[config.mk]
export PLATFORM = sky130hd
export DESIGN_NAME = berh_ctrl
export DESIGN_NICKNAME = d
export VERILOG_FILES = /design/src/rtl/berh_ctrl.v /design/src/rtl/berh_sync.v
export VERILOG_INCLUDE_DIRS = /design/src /design/src/rtl
export SDC_FILE = /design/constraint.sdc
export NUM_CORES = 1
export LEC_CHECK = 0
export BUFFER_PORTS_ARGS = -buffer_cell sky130_fd_sc_hd__buf_2
export CAP_MARGIN = 15
export CORE_ASPECT_RATIO = 1.2
export CORE_UTILIZATION = 59
export DETAILED_ROUTE_END_ITERATION = 10
export GPL_TIMING_DRIVEN = 0
export PLACE_DENSITY = 0.91
export REMOVE_ABC_BUFFERS = 1
export SYNTH_ARGS = -nofsm -noshare
export SYNTH_HDL_FRONTEND = slang
export SYNTH_SLANG_ARGS = --single-unit
[constraint.sdc]
create_clock -name clock -period 5.1 [get_ports clock]
set_input_delay 0.51 -clock clock [delete_from_list [all_inputs] [get_ports clock]]
set_output_delay 0.51 -clock clock [all_outputs]
set_load 0.05 [all_outputs]
[src/rtl/berh_consts.vh]
// timing counts and codes for the bus exception, reset and halt control
`ifndef BERH_CONSTS_VH
`define BERH_CONSTS_VH
`define BERH_RST_MIN_CYC     2'd3
`define BERH_HALT_SLIP       2'd2
`define BERH_IQ_DISC4        2'h0
`define BERH_IQ_DISC1        2'h1
`define BERH_IQ_DISC2        2'h2
`define BERH_IQ_NONE         2'h3
`define BERH_ACK_HOLD_CYC    4'd8
`endif

[src/rtl/berh_ctrl.v]
// bus exception, restart, halt, float and queue status control
`timescale 1ns/100ps
`include "berh_consts.vh"

// Functional notes
// - fault before transfer acknowledge passes two sync stages before use.
// - fault after transfer acknowledge is sampled through one stage.
// - fault is ignored while data bus shadow is active.
// - restart ack asserts on external request or internal reset.
// - reset routine starts only after restart ack is released.
// - restart request must stand three cycles; shorter requests ignored.
// - restart ack asserts immediately once request qualifies.
// - redo request ends transaction, reissues it after release.
// - yield-redo ends transaction and floats the bus outputs.
// - yield-redo ack asserts after the bus is floated.
// - yield-redo ack releases when preempted transaction is reissued.
// - arbitration inputs ignored while yield-redo request active.
// - preempted transaction reissued when yield-redo request releases.
// - halt request stops new instructions; three more may complete.
// - float input puts every output pin into high impedance.
// - queue code 00 four, 01 one, 10 two, 11 no discard.
// - opcode_taken pulses when control takes next opcode from queue.
// - read data latched, transaction ends one cycle after ack low.
module berh_ctrl #(
   parameter DATA_W = 32
) (
   // clocking
   input  wire              clock,
   input  wire              reset_n,
   input  wire              clock_en,
   // pins from outside, active low except data_in
   input  wire              transfer_ack_n,
   input  wire              sync_go_n,
   input  wire              fault_n,
   input  wire              redo_n,
   input  wire              yield_redo_request_n,
   input  wire              data_bus_shadow_n,
   input  wire              restart_request_n,
   input  wire              halt_request_n,
   input  wire              float_all_outputs_n,
   input  wire              arb_request_n,
   input  wire [DATA_W-1:0] data_in,
   // core side, same clock
   input  wire              core_start,
   input  wire              core_read,
   input  wire              core_internal_reset,
   input  wire              core_reset_done,
   input  wire              core_instr_done,
   input  wire              core_opcode_fetch,
   input  wire [1:0]        core_discard_code,
   // core side results
   output reg               xfer_done,
   output reg               xfer_fault,
   output reg  [DATA_W-1:0] read_data,
   output reg               reset_routine_go,
   output reg               halted,
   output reg               arb_request_seen,
   // bus control outputs, active low, with enables
   output reg               address_strobe_n,
   output reg               data_strobe_n,
   output reg               transaction_begin_n,
   output reg               data_ready_out_n,
   output reg               bus_ctrl_oe,
   output reg               data_side_oe,
   // status outputs
   output reg               restart_ack_n,
   output reg               yield_redo_ack_n,
   output reg               opcode_taken_n,
   output reg  [1:0]        queue_discard_code,
   output reg               status_oe
);
   // ------------------------------------------------------------
   // input synchronisers
   // ------------------------------------------------------------
   wire [6:0] sync_q;
   reg        fault_one;
   reg  [DATA_W-1:0] data_hold;

   berh_sync #(
      .WIDTH (7),
      .INIT  (7'h7f)
   ) u_sync (
      .clock    (clock),
      .reset_n  (reset_n),
      .clock_en (clock_en),
      .d        ({transfer_ack_n, fault_n, redo_n, yield_redo_request_n,
                  restart_request_n, halt_request_n, arb_request_n}),
      .q        (sync_q)
   );

   wire ack_s   = ~sync_q[6];
   wire fault_2 = ~sync_q[5];
   wire redo_s  = ~sync_q[4];
   wire yield_s = ~sync_q[3];
   wire rst_s   = ~sync_q[2];
   wire halt_s  = ~sync_q[1];
   wire arb_s   = ~sync_q[0];

   // shadow and float bypass the synchronisers, registered once into the enables
   wire shadow = ~data_bus_shadow_n;
   wire hz     = ~float_all_outputs_n;
   wire go_s   = ~sync_go_n;

   // ------------------------------------------------------------
   // transaction state machine
   // ------------------------------------------------------------
   localparam [5:0] S_IDLE  = 6'h01;
   localparam [5:0] S_WAIT  = 6'h02;
   localparam [5:0] S_END   = 6'h04;
   localparam [5:0] S_REDO  = 6'h08;
   localparam [5:0] S_YIELD = 6'h10;
   localparam [5:0] S_FLOAT = 6'h20;

   reg [5:0] state;
   reg [5:0] next_state;
   reg       acked;
   reg       is_read;
   reg       ended_fault;
   reg [3:0] rst_state;
   wire      rst_cnt_ok;

   // single-latched fault once ack is seen
   always @(posedge clock or negedge reset_n) begin
      if (!reset_n) begin
         fault_one     <= 1'b0;
      end else if (clock_en) begin
         fault_one     <= ~fault_n;
      end
   end

   wire fault_seen = shadow ? 1'b0 :
                     (acked ? fault_one : fault_2);
   wire term_ok    = ~shadow & (ack_s | go_s);

   always @* begin
      next_state = state;
      case (state)
         S_IDLE: begin
            if (core_start && rst_cnt_ok == 1'b0 && !halted)
               next_state = S_WAIT;
         end
         S_WAIT: begin
            if (yield_s)
               next_state = S_YIELD;
            else if (redo_s)
               next_state = S_REDO;
            else if (fault_seen || term_ok)
               next_state = S_END;
         end
         S_END: begin
            next_state = S_IDLE;
         end
         S_REDO: begin
            if (!redo_s)
               next_state = S_WAIT;
         end
         S_YIELD: begin
            next_state = S_FLOAT;
         end
         S_FLOAT: begin
            if (!yield_s)
               next_state = S_WAIT;
         end
         default: begin
            next_state = S_IDLE;
         end
      endcase
   end

   // ------------------------------------------------------------
   // restart request qualification and acknowledge
   // ------------------------------------------------------------
   localparam [3:0] R_RUN  = 4'h1;
   localparam [3:0] R_ACK  = 4'h2;
   localparam [3:0] R_WREL = 4'h4;
   localparam [3:0] R_GO   = 4'h8;

   reg [1:0] rst_cnt;
   reg [3:0] ack_hold;

   assign rst_cnt_ok = (rst_state != R_RUN);

   always @(posedge clock or negedge reset_n) begin
      if (!reset_n) begin
         rst_state        <= R_RUN;
         rst_cnt          <= 2'd0;
         ack_hold         <= 4'd0;
         restart_ack_n    <= 1'b1;
         reset_routine_go <= 1'b0;
      end else if (clock_en) begin
         reset_routine_go <= 1'b0;
         if (rst_s && rst_cnt != `BERH_RST_MIN_CYC)
            rst_cnt <= rst_cnt + 2'd1;
         else if (!rst_s)
            rst_cnt <= 2'd0;
         case (rst_state)
            R_RUN: begin
               if ((rst_s && rst_cnt == `BERH_RST_MIN_CYC - 2'd1) ||
                   core_internal_reset) begin
                  restart_ack_n <= 1'b0;
                  ack_hold      <= `BERH_ACK_HOLD_CYC;
                  rst_state     <= R_ACK;
               end
            end
            R_ACK: begin
               if (ack_hold != 4'd0)
                  ack_hold <= ack_hold - 4'd1;
               else if (!rst_s)
                  rst_state <= R_WREL;
            end
            R_WREL: begin
               restart_ack_n <= 1'b1;
               rst_state     <= R_GO;
            end
            R_GO: begin
               reset_routine_go <= restart_ack_n;
               if (restart_ack_n && core_reset_done)
                  rst_state <= R_RUN;
            end
            default: begin
               rst_state <= R_RUN;
            end
         endcase
      end
   end

   // ------------------------------------------------------------
   // transaction registers and outputs
   // ------------------------------------------------------------
   reg [1:0] slip;
   reg       float_bus;

   always @(posedge clock or negedge reset_n) begin
      if (!reset_n) begin
         state               <= S_IDLE;
         acked               <= 1'b0;
         is_read             <= 1'b0;
         ended_fault         <= 1'b0;
         float_bus           <= 1'b0;
         xfer_done           <= 1'b0;
         xfer_fault          <= 1'b0;
         read_data           <= {DATA_W{1'b0}};
         data_hold           <= {DATA_W{1'b0}};
         address_strobe_n    <= 1'b1;
         data_strobe_n       <= 1'b1;
         transaction_begin_n <= 1'b1;
         data_ready_out_n    <= 1'b1;
         yield_redo_ack_n    <= 1'b1;
         arb_request_seen    <= 1'b0;
      end else if (clock_en) begin
         state               <= next_state;
         xfer_done           <= 1'b0;
         xfer_fault          <= 1'b0;
         data_ready_out_n    <= 1'b1;
         transaction_begin_n <= ~(next_state == S_WAIT &&
                                  state != S_WAIT);
         address_strobe_n    <= ~(next_state == S_WAIT);
         data_strobe_n       <= ~(next_state == S_WAIT);
         arb_request_seen    <= arb_s & ~yield_s;
         if (state == S_IDLE && core_start)
            is_read <= core_read;
         if (state == S_WAIT && ack_s)
            acked <= 1'b1;
         if (next_state == S_END) begin
            ended_fault <= fault_seen;
            data_hold   <= data_in;
         end
         if (state == S_END) begin
            acked            <= 1'b0;
            xfer_done        <= 1'b1;
            xfer_fault       <= ended_fault;
            data_ready_out_n <= ended_fault;
            if (is_read)
               read_data <= data_hold;
         end
         if (state == S_REDO || state == S_YIELD)
            acked <= 1'b0;
         if (next_state == S_YIELD)
            float_bus <= 1'b1;
         else if (next_state == S_WAIT)
            float_bus <= 1'b0;
         if (state == S_YIELD)
            yield_redo_ack_n <= 1'b0;
         else if (state == S_FLOAT && next_state == S_WAIT)
            yield_redo_ack_n <= 1'b1;
      end
   end

   // ------------------------------------------------------------
   // halt, queue status, opcode taken, output enables
   // ------------------------------------------------------------
   always @(posedge clock or negedge reset_n) begin
      if (!reset_n) begin
         slip               <= 2'd0;
         halted             <= 1'b0;
         opcode_taken_n     <= 1'b1;
         queue_discard_code <= `BERH_IQ_NONE;
         bus_ctrl_oe        <= 1'b0;
         data_side_oe       <= 1'b0;
         status_oe          <= 1'b0;
      end else if (clock_en) begin
         if (!halt_s) begin
            slip   <= 2'd0;
            halted <= 1'b0;
         end else if (core_instr_done && !halted) begin
            if (slip == `BERH_HALT_SLIP)
               halted <= 1'b1;
            else
               slip <= slip + 2'd1;
         end
         opcode_taken_n     <= ~(core_opcode_fetch & ~halted);
         queue_discard_code <= core_discard_code;
         bus_ctrl_oe        <= ~hz & ~(next_state == S_YIELD ||
                                       next_state == S_FLOAT);
         data_side_oe       <= ~hz & ~shadow & ~(next_state == S_YIELD ||
                                       next_state == S_FLOAT) &
                               ~is_read;
         status_oe          <= ~hz;
      end
   end
endmodule

[src/rtl/berh_sync.v]
// two-stage synchroniser for asynchronous pin inputs
`timescale 1ns/100ps
module berh_sync #(
   parameter WIDTH = 1,
   parameter [WIDTH-1:0] INIT = {WIDTH{1'b0}}
) (
   // clocking
   input  wire             clock,
   input  wire             reset_n,
   input  wire             clock_en,
   // data
   input  wire [WIDTH-1:0] d,
   output reg  [WIDTH-1:0] q
);
   reg [WIDTH-1:0] stage1;

   always @(posedge clock or negedge reset_n) begin
      if (!reset_n) begin
         stage1 <= INIT;
         q      <= INIT;
      end else if (clock_en) begin
         stage1 <= d;
         q      <= stage1;
      end
   end
endmodule

**After elaboration in Yosys (flattened, before gate mapping)**

Cells that the tools add are included.

- Register bits after elaboration: 116
- Bits in latches: 0
- RAM bits: 0
- Memory bits (read-only): 0
- Logic and storage cells: 147
- Memories kept: 0

- Add/subtract/negate cells: 3
- Multiply operators: 0
- Divide/modulo/power cells: 0
- Magnitude comparators: 0
- Equality and inequality tests: 25
- Shifts and indexed selects: 0
- Mux-type cells: 36
- Bitwise logic cells: 21
- Reductions and logical operators: 34

Operator list:

| kind | number |
|---|---|
| two-way mux 6 bit | 6 |
| one-hot mux 6 bit (5 select lines) | 1 |
| two-way mux 4 bit | 6 |
| one-hot mux 4 bit (4 select lines) | 1 |
| two-way mux 1 bit | 15 |
| NOT 1 bit | 13 |
| == test 6 x 2 -> 1 bit, second input constant | 2 |
| == test 6 x 3 -> 1 bit, second input constant | 2 |
| == test 6 x 5 -> 1 bit, second input constant | 2 |
| == test 6 bit, second input constant | 2 |
| AND reduction 3 bit | 4 |
| nonzero test 2 bit | 6 |
| logical AND 1 bit | 10 |
| two-way mux 2 bit | 5 |
| inequality test 2 bit, second input constant | 5 |
| AND reduction 2 bit | 5 |
| one-hot mux 4 bit (2 select lines) | 1 |
| AND 1 bit | 7 |
| == test 6 x 1 -> 1 bit, second input constant | 1 |
| == test 6 x 4 -> 1 bit, second input constant | 1 |
| inequality test 6 x 2 -> 1 bit, second input constant | 1 |
| AND reduction 5 bit | 1 |
| adder 2 x 1 -> 2 bit, second input constant | 2 |
| == test 2 bit, second input constant | 2 |
| 14 further kinds | 18 |

**Longest topological paths before layout**

Gate-level depths: netlist of run 1.

- Depth after elaboration: 13
- Depth in mapped cells: 7

**Cells and area by module**

A second synthesis of run 1 with hierarchy kept.

- Cells, all modules: 387
- Area total of the unflattened synthesis: 5108.6 um^2

By module, submodules not included:

| module | instances | cells each | area each (um^2) | seq. area each (um^2) |
|---|---|---|---|---|
| berh_ctrl | 1 | 358 | 4571.9 | 2565.0 |
| berh_sync | 1 | 29 | 536.8 | 367.9 |

**Worst setup path before layout of run 1**

Ideal clock, no wire load.

- Path type: register -> register
- From: register rst_state[0]
- To: register rst_state[2]
- Library setup time: 0.128 ns
- Data arrival time: 1.771 ns
- Required time: 4.972 ns
- Setup slack: 3.201 ns
- Stages on the path, launching flop included: 6
- Period minus slack after synthesis: 1.899 ns
- Cell sequence: dfstp_2 > buf_2 > or4b_4 > o31ai_4 > nor3_2 > mux2_1

- Word-level cells in the longest chain between the ends: 3

RTL lines:

| what | line | RTL |
|---|---|---|
| start: declaration | berh_ctrl.v:119 | `reg [3:0] rst_state;` |
| start signal: assignment | berh_ctrl.v:185 | `rst_state <= R_RUN;` |
| start signal: assignment | berh_ctrl.v:202 | `rst_state <= R_ACK;` |
| start signal: assignment | berh_ctrl.v:209 | `rst_state <= R_WREL;` |
| == test 4 x 2 -> 1 bit, or another cell as far along | berh_ctrl.v:196 | `case (rst_state)` |
| inequality test 2 x 1 -> 1 bit (no line) or inequality test 2 bit (tied branches) | -- |  |
| AND reduction 5 bit (no line) | -- |  |

Several ways; a longest one is shown, not always the timed one.
A chain may end at the register's enable or synchronous reset.

**Worst setup path after layout of run 1**

- From: register state[3]
- To: register data_hold[20]

- Word-level cells in the longest chain between the ends: 6

RTL lines:

| what | line | RTL |
|---|---|---|
| start: declaration | berh_ctrl.v:114 | `reg [5:0] state;` |
| start signal: assignment | berh_ctrl.v:251 | `state <= next_state;` |
| two-way mux 6 bit | berh_ctrl.v:147 | `else if (fault_seen \|\| term_ok)` |
| two-way mux 6 bit | berh_ctrl.v:145 | `else if (redo_s)` |
| two-way mux 6 bit | berh_ctrl.v:143 | `if (yield_s)` |
| one-hot mux 6 bit (5 select lines) * | berh_ctrl.v:137 | `case (state)` |
| == test 6 x 3 -> 1 bit * | berh_ctrl.v:264 | `if (next_state == S_END) begin` |
| AND reduction 2 bit (no line) * | -- |  |
| end signal: assignment | berh_ctrl.v:243 | `data_hold <= {DATA_W{1'b0}};` |
| end signal: assignment | berh_ctrl.v:266 | `data_hold <= data_in;` |
| end: declaration | berh_ctrl.v:77 | `reg [DATA_W-1:0] data_hold;` |

Mark *: on every way between the ends. The rest lies on a longest branch, timed or not.

==> results of run 1 <==
Yosys cell counts (all sizes together) (8+ instances only):
cell type	instances
a21oi	10
a31oi	8
buf	16
dfrtp	92
dfstp	24
inv	16
mux2	82
nand2	16
nor2	14
nor3	8
o21ai	14
final cells by class:
type                       count  area share
tap                          114     0.02281
timing repair buffer         102     0.08563
clock buffer                  19     0.07063
clock inverter                13     0.02901
sequential                   116      0.4690
multi-input combinational    232      0.3133
inverter                      16    0.009604
layer usage:
metal,part of all wire,vias up,track usage
li1,-,1607,-
met1,0.39,1734,0.2809
met2,0.52,145,0.4033
met3,0.074,14,0.09683
met4,0.012,0,0.1095
met5,0,-,0
cells by family (layout without fill, tap and decap cells):
| kind of cell | after synthesis | count (layout) | share of synthesized area |
|---|---|---|---|
| DFF | 116 | 116 | 0.5739 |
| buffers and inverters | 39 | 150 | 0.04285 |
| xor gates and xnor gates | 3 | 3 | 0.005143 |
| and+or+nand+nor | 76 | 76 | 0.09133 |
| adders and majority gates | 5 | 5 | 0.01224 |
| AOI/OAI and AO/OA | 65 | 65 | 0.09036 |
| muxes | 83 | 83 | 0.1841 |
power groups by stage:
stage | Sequential (mW) | Combinational, mW | Clock, mW
2_1_floorplan | 1.24 | 0.330 | 0
3_3_place_gp | 1.19 | 0.488 | 0
3_5_place_dp | 1.21 | 0.521 | 0
4_1_cts | 1.19 | 0.532 | 1.25
5_1_grt | 1.21 | 0.587 | 1.29
6_report | 1.20 | 0.532 | 1.23
flip-flops by register name, summed over array words and instances, names as in the netlist, 2 cells and up:
signal,count
queue_discard_code,2
rst_cnt,2
state,6
u_sync.stage1,7
data_hold,32
slip,2
u_sync.q,7
read_data,32
ack_hold,4
rst_state,4
worst max-delay path by stage:
stage	start	endpoint	slack, ps	depth (start not counted)
4_1_cts	state[3]	data_hold[15]	2510	4
5_1_grt	state[3]	data_hold[21]	2360	4
3_3_place_gp	clock_en	data_hold[7]	1700	4
2_1_floorplan	state[3]	data_hold[0]	2630	4
3_5_place_dp	clock_en	data_hold[0]	2140	4
6_report	state[3]	data_hold[20]	2520	4
cell usage in the layout (no fill, tap or decap), types with 2 or more instances in the layout:
cell,instances
o311ai_0,2
clkinv_4,2
a31oi_1,8
clkbuf_8,3
nand2_1,15
o2bb2ai_1,4
a21oi_1,10
nor2b_1,7
clkinv_2,2
ha_1,5
dfstp_2,24
o211ai_1,3
inv_1,16
bufinv_16,4
mux2_4,2
nand4_1,3
nor3_1,7
a21o_1,3
nor2_1,14
clkbuf_16,16
xor2_1,2
o2111ai_1,2
o31ai_1,4
mux2_2,79
and3_1,2
nand3_1,7
clkinvlp_4,4
buf_2,100
a32o_1,2
dfrtp_1,92
o21ai_0,14
or4b_1,2
nor4_4,2
or3_1,2
nand2b_1,2
worst register-to-register path: cells and delay by family, from the launching register on:
kind | cells | cell delay (ps)
DFF | 1 | 520
muxes | 1 | 440
and+or+nand+nor | 3 | 1500
per-stage QoR:
stage	cells	hold slack, ps	total power, mW
global route	612	38.97	3.095
detailed placement	580	459.6	1.727
global placement	579	454.2	1.682
finish	612	12.11	2.955
CTS	612	14.36	2.974
floorplan	364	214.4	1.568
==> results.ini, run 1 <==
[run_status]
status = finished clean

[finish]
nets = 543
finalInstanceArea_um2 = 6254
n_antenna_cell = 0
post-route-util = 0.7587
multi_input_area_um2 = 1959
areaGrowthSynthToFinish_pct = 22.38
fillers = 510
area.sequential_um2 = 2933
drive_above_1_share = 0.4980

[synthesis]
synth_area_per_cell_um2 = 13.20
synth_area_leader_cell = dfrtp_1
synth.top_cell.area_share = 0.4505
synthTopCellsByArea = dfrtp_1 (45%), mux2_2 (17%), dfstp_2 (12%), buf_6 (1.8%), o21ai_0 (1.4%)
synth_seq_cells = 116
synth_area_um2 = 5110
synth.distinct_cells = 62
ys_async_sr_fraction = 1.000
synthCells = 387
synth_flop_cell = dfrtp_1
ys_seq_area_frac = 0.5739
synth_warnings = 0
synth_edf_count = 0

[timing]
min_period_over_period = 0.5067
max_freq_mhz = 387.0
setup_slack_ps = 2516
final.setup_skew_ps = 7.882
rsz0062_at_grt = false
worstMarginPinSlew_ps = 964.2
setup_viol = 0
hold_viol_final = 0
slew_headroom = 0.3482
period_minus_slack_ps = 2584
fin_tns_setup_ps = 0
slew_violations = 0

[critical_path]
regToRegEndpoint = data_hold[20]
worstPathRequired_ps = 5490
rr_startpoint = state[3]
cp_cell_sequence = nor4_4, and3_1, and4_2, mux2_2
slowest_delay_ps = 820
critical_path_buf_inv_count = 0
crit_path_start_kind = register
crit_type = register to register
cp_slowest_cell = and4_2
cp_top_family = simple AND/OR/NAND/NOR gates
cp_max_fo = 34
reg2reg_slack_ps = 2520
worstPathArrival_ps = 2980
cp-end-kind = register
r2r_cells = 4

[clock_tree]
clk_latency_ps = 510
root_buffer = clkbuf_8
clk_path_buf_depth = 2
cts_tree = built
cts_buffers = 17
clk_pin_slew_ps = 60
ctsResizeCount = 0
clkSinkCount = 116
post_cts_buffers = 0
postCtsHoldBufs = 0
cts_max_level = 4

[die]
core-area_um2 = 8243
start_util = 0.6199
dieArea_um2 = 9039
die_h_um = 103.9
io_pins = 102
chipWidth_um = 86.96
rows = 36

[place]
dpl.hpwl_um = 6577
portBuffers = 101
gp_congestion = 0.8789
placed_area_um2 = 5630
pre_cts_slack_ps = 2139

[detailed_routing]
drtIter0Drc = 203
vias_per_cell = 5.719
drtAntennaViolNets = 0
drc_errors = 0
wire_per_inst_um = 16.48
drt_wl_total_um = 10080
firstDrtPassIters = 5
vias = 3500

[global_routing]
grtUsageTotal = 0.2461
first_global_vias = 3624
grt_pass1_wl_um = 16970
antenna_found_initial = 0
grt_max_degree = 70
grt_overflow = 0

[power_and_ir_drop]
p_seq_frac = 0.405
p_leak_nw = 3.116
pwr_density_cell_nw_per_um2 = 472.6
swShare = 0.2844
combPwrFrac = 0.180
power.switching_mw = 0.8404
cellInternalPower_mw = 2.115
vdd_drop_max_uv = 384.5
pwr-share-clk = 0.415

[flow_run]
cap_violations = 0

[hold_path]
hp-class = primary input to asynchronous set/reset pin

Power figures use the tool's default switching activity.
==> inputs of run 2 (changes only) <==
- CORE_UTILIZATION: 59 -> 55
- PLACE_DENSITY: 0.91 -> 0.86
- clock period: 5.1 -> 2.55 ns (I/O delays scaled with it)
==> results.ini, run 2 (synthesis results as in run 1) <==
[run_status]
status = finished clean

[finish]
reg.largest.list = data_hold (32), read_data (32)
final_cell_mix = buf_2 (100), dfrtp_1 (92), mux2_2 (79), dlygate4sd3_1 (45), dfstp_2 (24)
area.sequential_um2 = 2933  ; unchanged
finalInstanceArea_um2 = 6673  ; +6.7%
multi_input_area_um2 = 1961  ; about the same
final_common_cell = buf_2
areaGrowthSynthToFinish_pct = 30.58
fillers = 565  ; +11%
drive_above_1_share = 0.4530  ; -0.04495
nets = 588  ; +8.3%
n_antenna_cell = 0  ; unchanged

[detailed_routing]
wire_per_inst_um = 16.71  ; +1.4%
vias = 3661  ; +4.6%
drt_wl_total_um = 11080  ; +9.8%
routed.top_layer = met4
drtAntennaViolNets = 0  ; unchanged
vias_per_cell = 5.522  ; -3.4%
drtIter0Drc = 170  ; -16%
drt-met1-wl_um = 4460  ; +13%
met3_length_um = 706  ; -6.0%
drc_errors = 0  ; unchanged
wl_met2_um = 5719  ; +8.3%
firstDrtPassIters = 4  ; -1

[critical_path]
rr_startpoint = state[4]
cp_slowest_cell = dfrtp_1
crit_type = register to register
cp_max_fo = 32  ; -5.9%
worstPathArrival_ps = 2800  ; -180 ps
worstPathRequired_ps = 2930  ; -2560 ps
crit_path_start_kind = register
startpoint = state[4]
reg2reg_slack_ps = 130  ; -2390 ps
slowest_delay_ps = 560  ; -260 ps
cp-end-kind = register
cp_cell_sequence = nor4_4, and4b_1, nand2_2, mux2_2

[hold_path]
hp-start = core_instr_done
hp-class = primary input to register

[power_and_ir_drop]
pwr_density_cell_nw_per_um2 = 870.0  ; +84%
p_leak_nw = 3.286  ; +5.5%
vdd_drop_max_uv = 539.5  ; +40%

[clock_tree]
root_buffer = clkbuf_8
clkSinkCount = 116  ; unchanged
clk_latency_ps = 510  ; about the same
cts_buffers = 17  ; unchanged
clk_path_buf_depth = 2  ; unchanged
post_cts_buffers = 0  ; unchanged
clk_pin_slew_ps = 60  ; about the same
cts_max_level = 4  ; unchanged
cts_tree = built

[global_routing]
first_global_vias = 3828  ; +5.6%
antenna_found_initial = 0  ; unchanged
grt_pass1_wl_um = 18360  ; +8.2%
grt_overflow = 0  ; unchanged
grtUsageTotal = 0.2439  ; -0.002237
grt_max_degree = 70  ; unchanged

[die]
rows = 38  ; +5.6%
dieArea_um2 = 9682  ; +7.1%
core-area_um2 = 9034  ; +9.6%
start_util = 0.5657  ; -0.05426
die_h_um = 107.6  ; +3.5%
io_pins = 102  ; unchanged
chipWidth_um = 89.99  ; +3.5%

[timing]
final.setup_skew_ps = 11.56  ; +3.678 ps
period_minus_slack_ps = 2424  ; -159.6 ps
min_period_over_period = 0.9507  ; +0.4441
worstMarginPinSlew_ps = 984.1  ; +19.90 ps
fin_tns_setup_ps = 0  ; unchanged
whs_ps = 96.61  ; +84.51 ps
slew_headroom = 0.3440  ; -0.004213
setup_viol = 0  ; unchanged
hold_viol_final = 0  ; unchanged
slew_violations = 0  ; unchanged
rsz0062_at_grt = false
max_freq_mhz = 412.5  ; +6.6%

[place]
portBuffers = 101  ; unchanged
gp_congestion = 0.8507  ; -3.2%
placed_area_um2 = 5638  ; +0.13%
dpl.hpwl_um = 6486  ; -1.4%

[flow_run]
cap_violations = 0  ; unchanged

-- run 2: cell types whose count changed in the layout (fill, tap and decap cells not counted), sizes merged --
| cell | change |
|---|---|
| clkinvlp | -1 |
| bufinv | -1 |
| dlygate4sd3 | +45 |
| clkbuf | +1 |
| clkinv | +1 |
-- run 2: final timing paths --
path                                            end  cells past startpoint
worst min-delay path                         halted                      3
min in group asynchronous                   slip[0]                      2
worst max-delay path                  read_data[16]                      4
worst max register to register        read_data[16]                      4
max in group asynchronous          u_sync.stage1[3]                      3
worst min register to register  transaction_begin_n                      2
-- run 2: area by class of cell --
cell class / count / area share
clock inverters: 12 / 0.02363
well taps: 120 / 0.02250
multi-input cells: 232 / 0.2938
inverters: 16 / 0.009001
flip-flops and latches: 116 / 0.4395
repair buffers: 147 / 0.1478
clock buffers: 20 / 0.06375
-- run 2: metrics by stage --
stage	utilization	power [mW]	setup WS (ps)	cells
after global placement	0.6206	3.364	-635.3	585
after detailed placement	0.6241	3.446	-163.4	586
after CTS	0.7386	5.834	137.8	663
after global routing	0.7386	6.082	22.26	663
final	0.7386	5.805	125.6	663
after floorplan	-	3.136	84.60	364
-- run 2: metal layers --
| metal | up-vias | GRT usage |
|---|---|---|
| li1 | 1691 | - |
| met1 | 1812 | 0.2808 |
| met2 | 138 | 0.4132 |
| met3 | 20 | 0.08404 |
| met4 | 0 | 0.1106 |
| met5 | - | 0 |
-- run 2: repair_timing --
item                                   CTS  global route
hold buffers                            45             0
endpoints found under the hold margin   82             0
setup endpoints to repair               16             0
gates resized for setup                  1             0
-- run 2: worst max-delay path: cells and delay by family (launching register included) --
family           cells  cell delay (ps)
flip-flops           1              560
multiplexers         1              480
AND/OR/NAND/NOR      3             1230
-- run 2: where the power goes --
| group | total (mW) | switching [mW] | leakage (nW) | internal, mW |
|---|---|---|---|---|
| Sequential | 2.40 | 0.263 | 1.51 | 2.13 |
| Clock | 2.31 | 0.819 | 0.275 | 1.49 |
| Combinational | 1.10 | 0.594 | 1.50 | 0.507 |
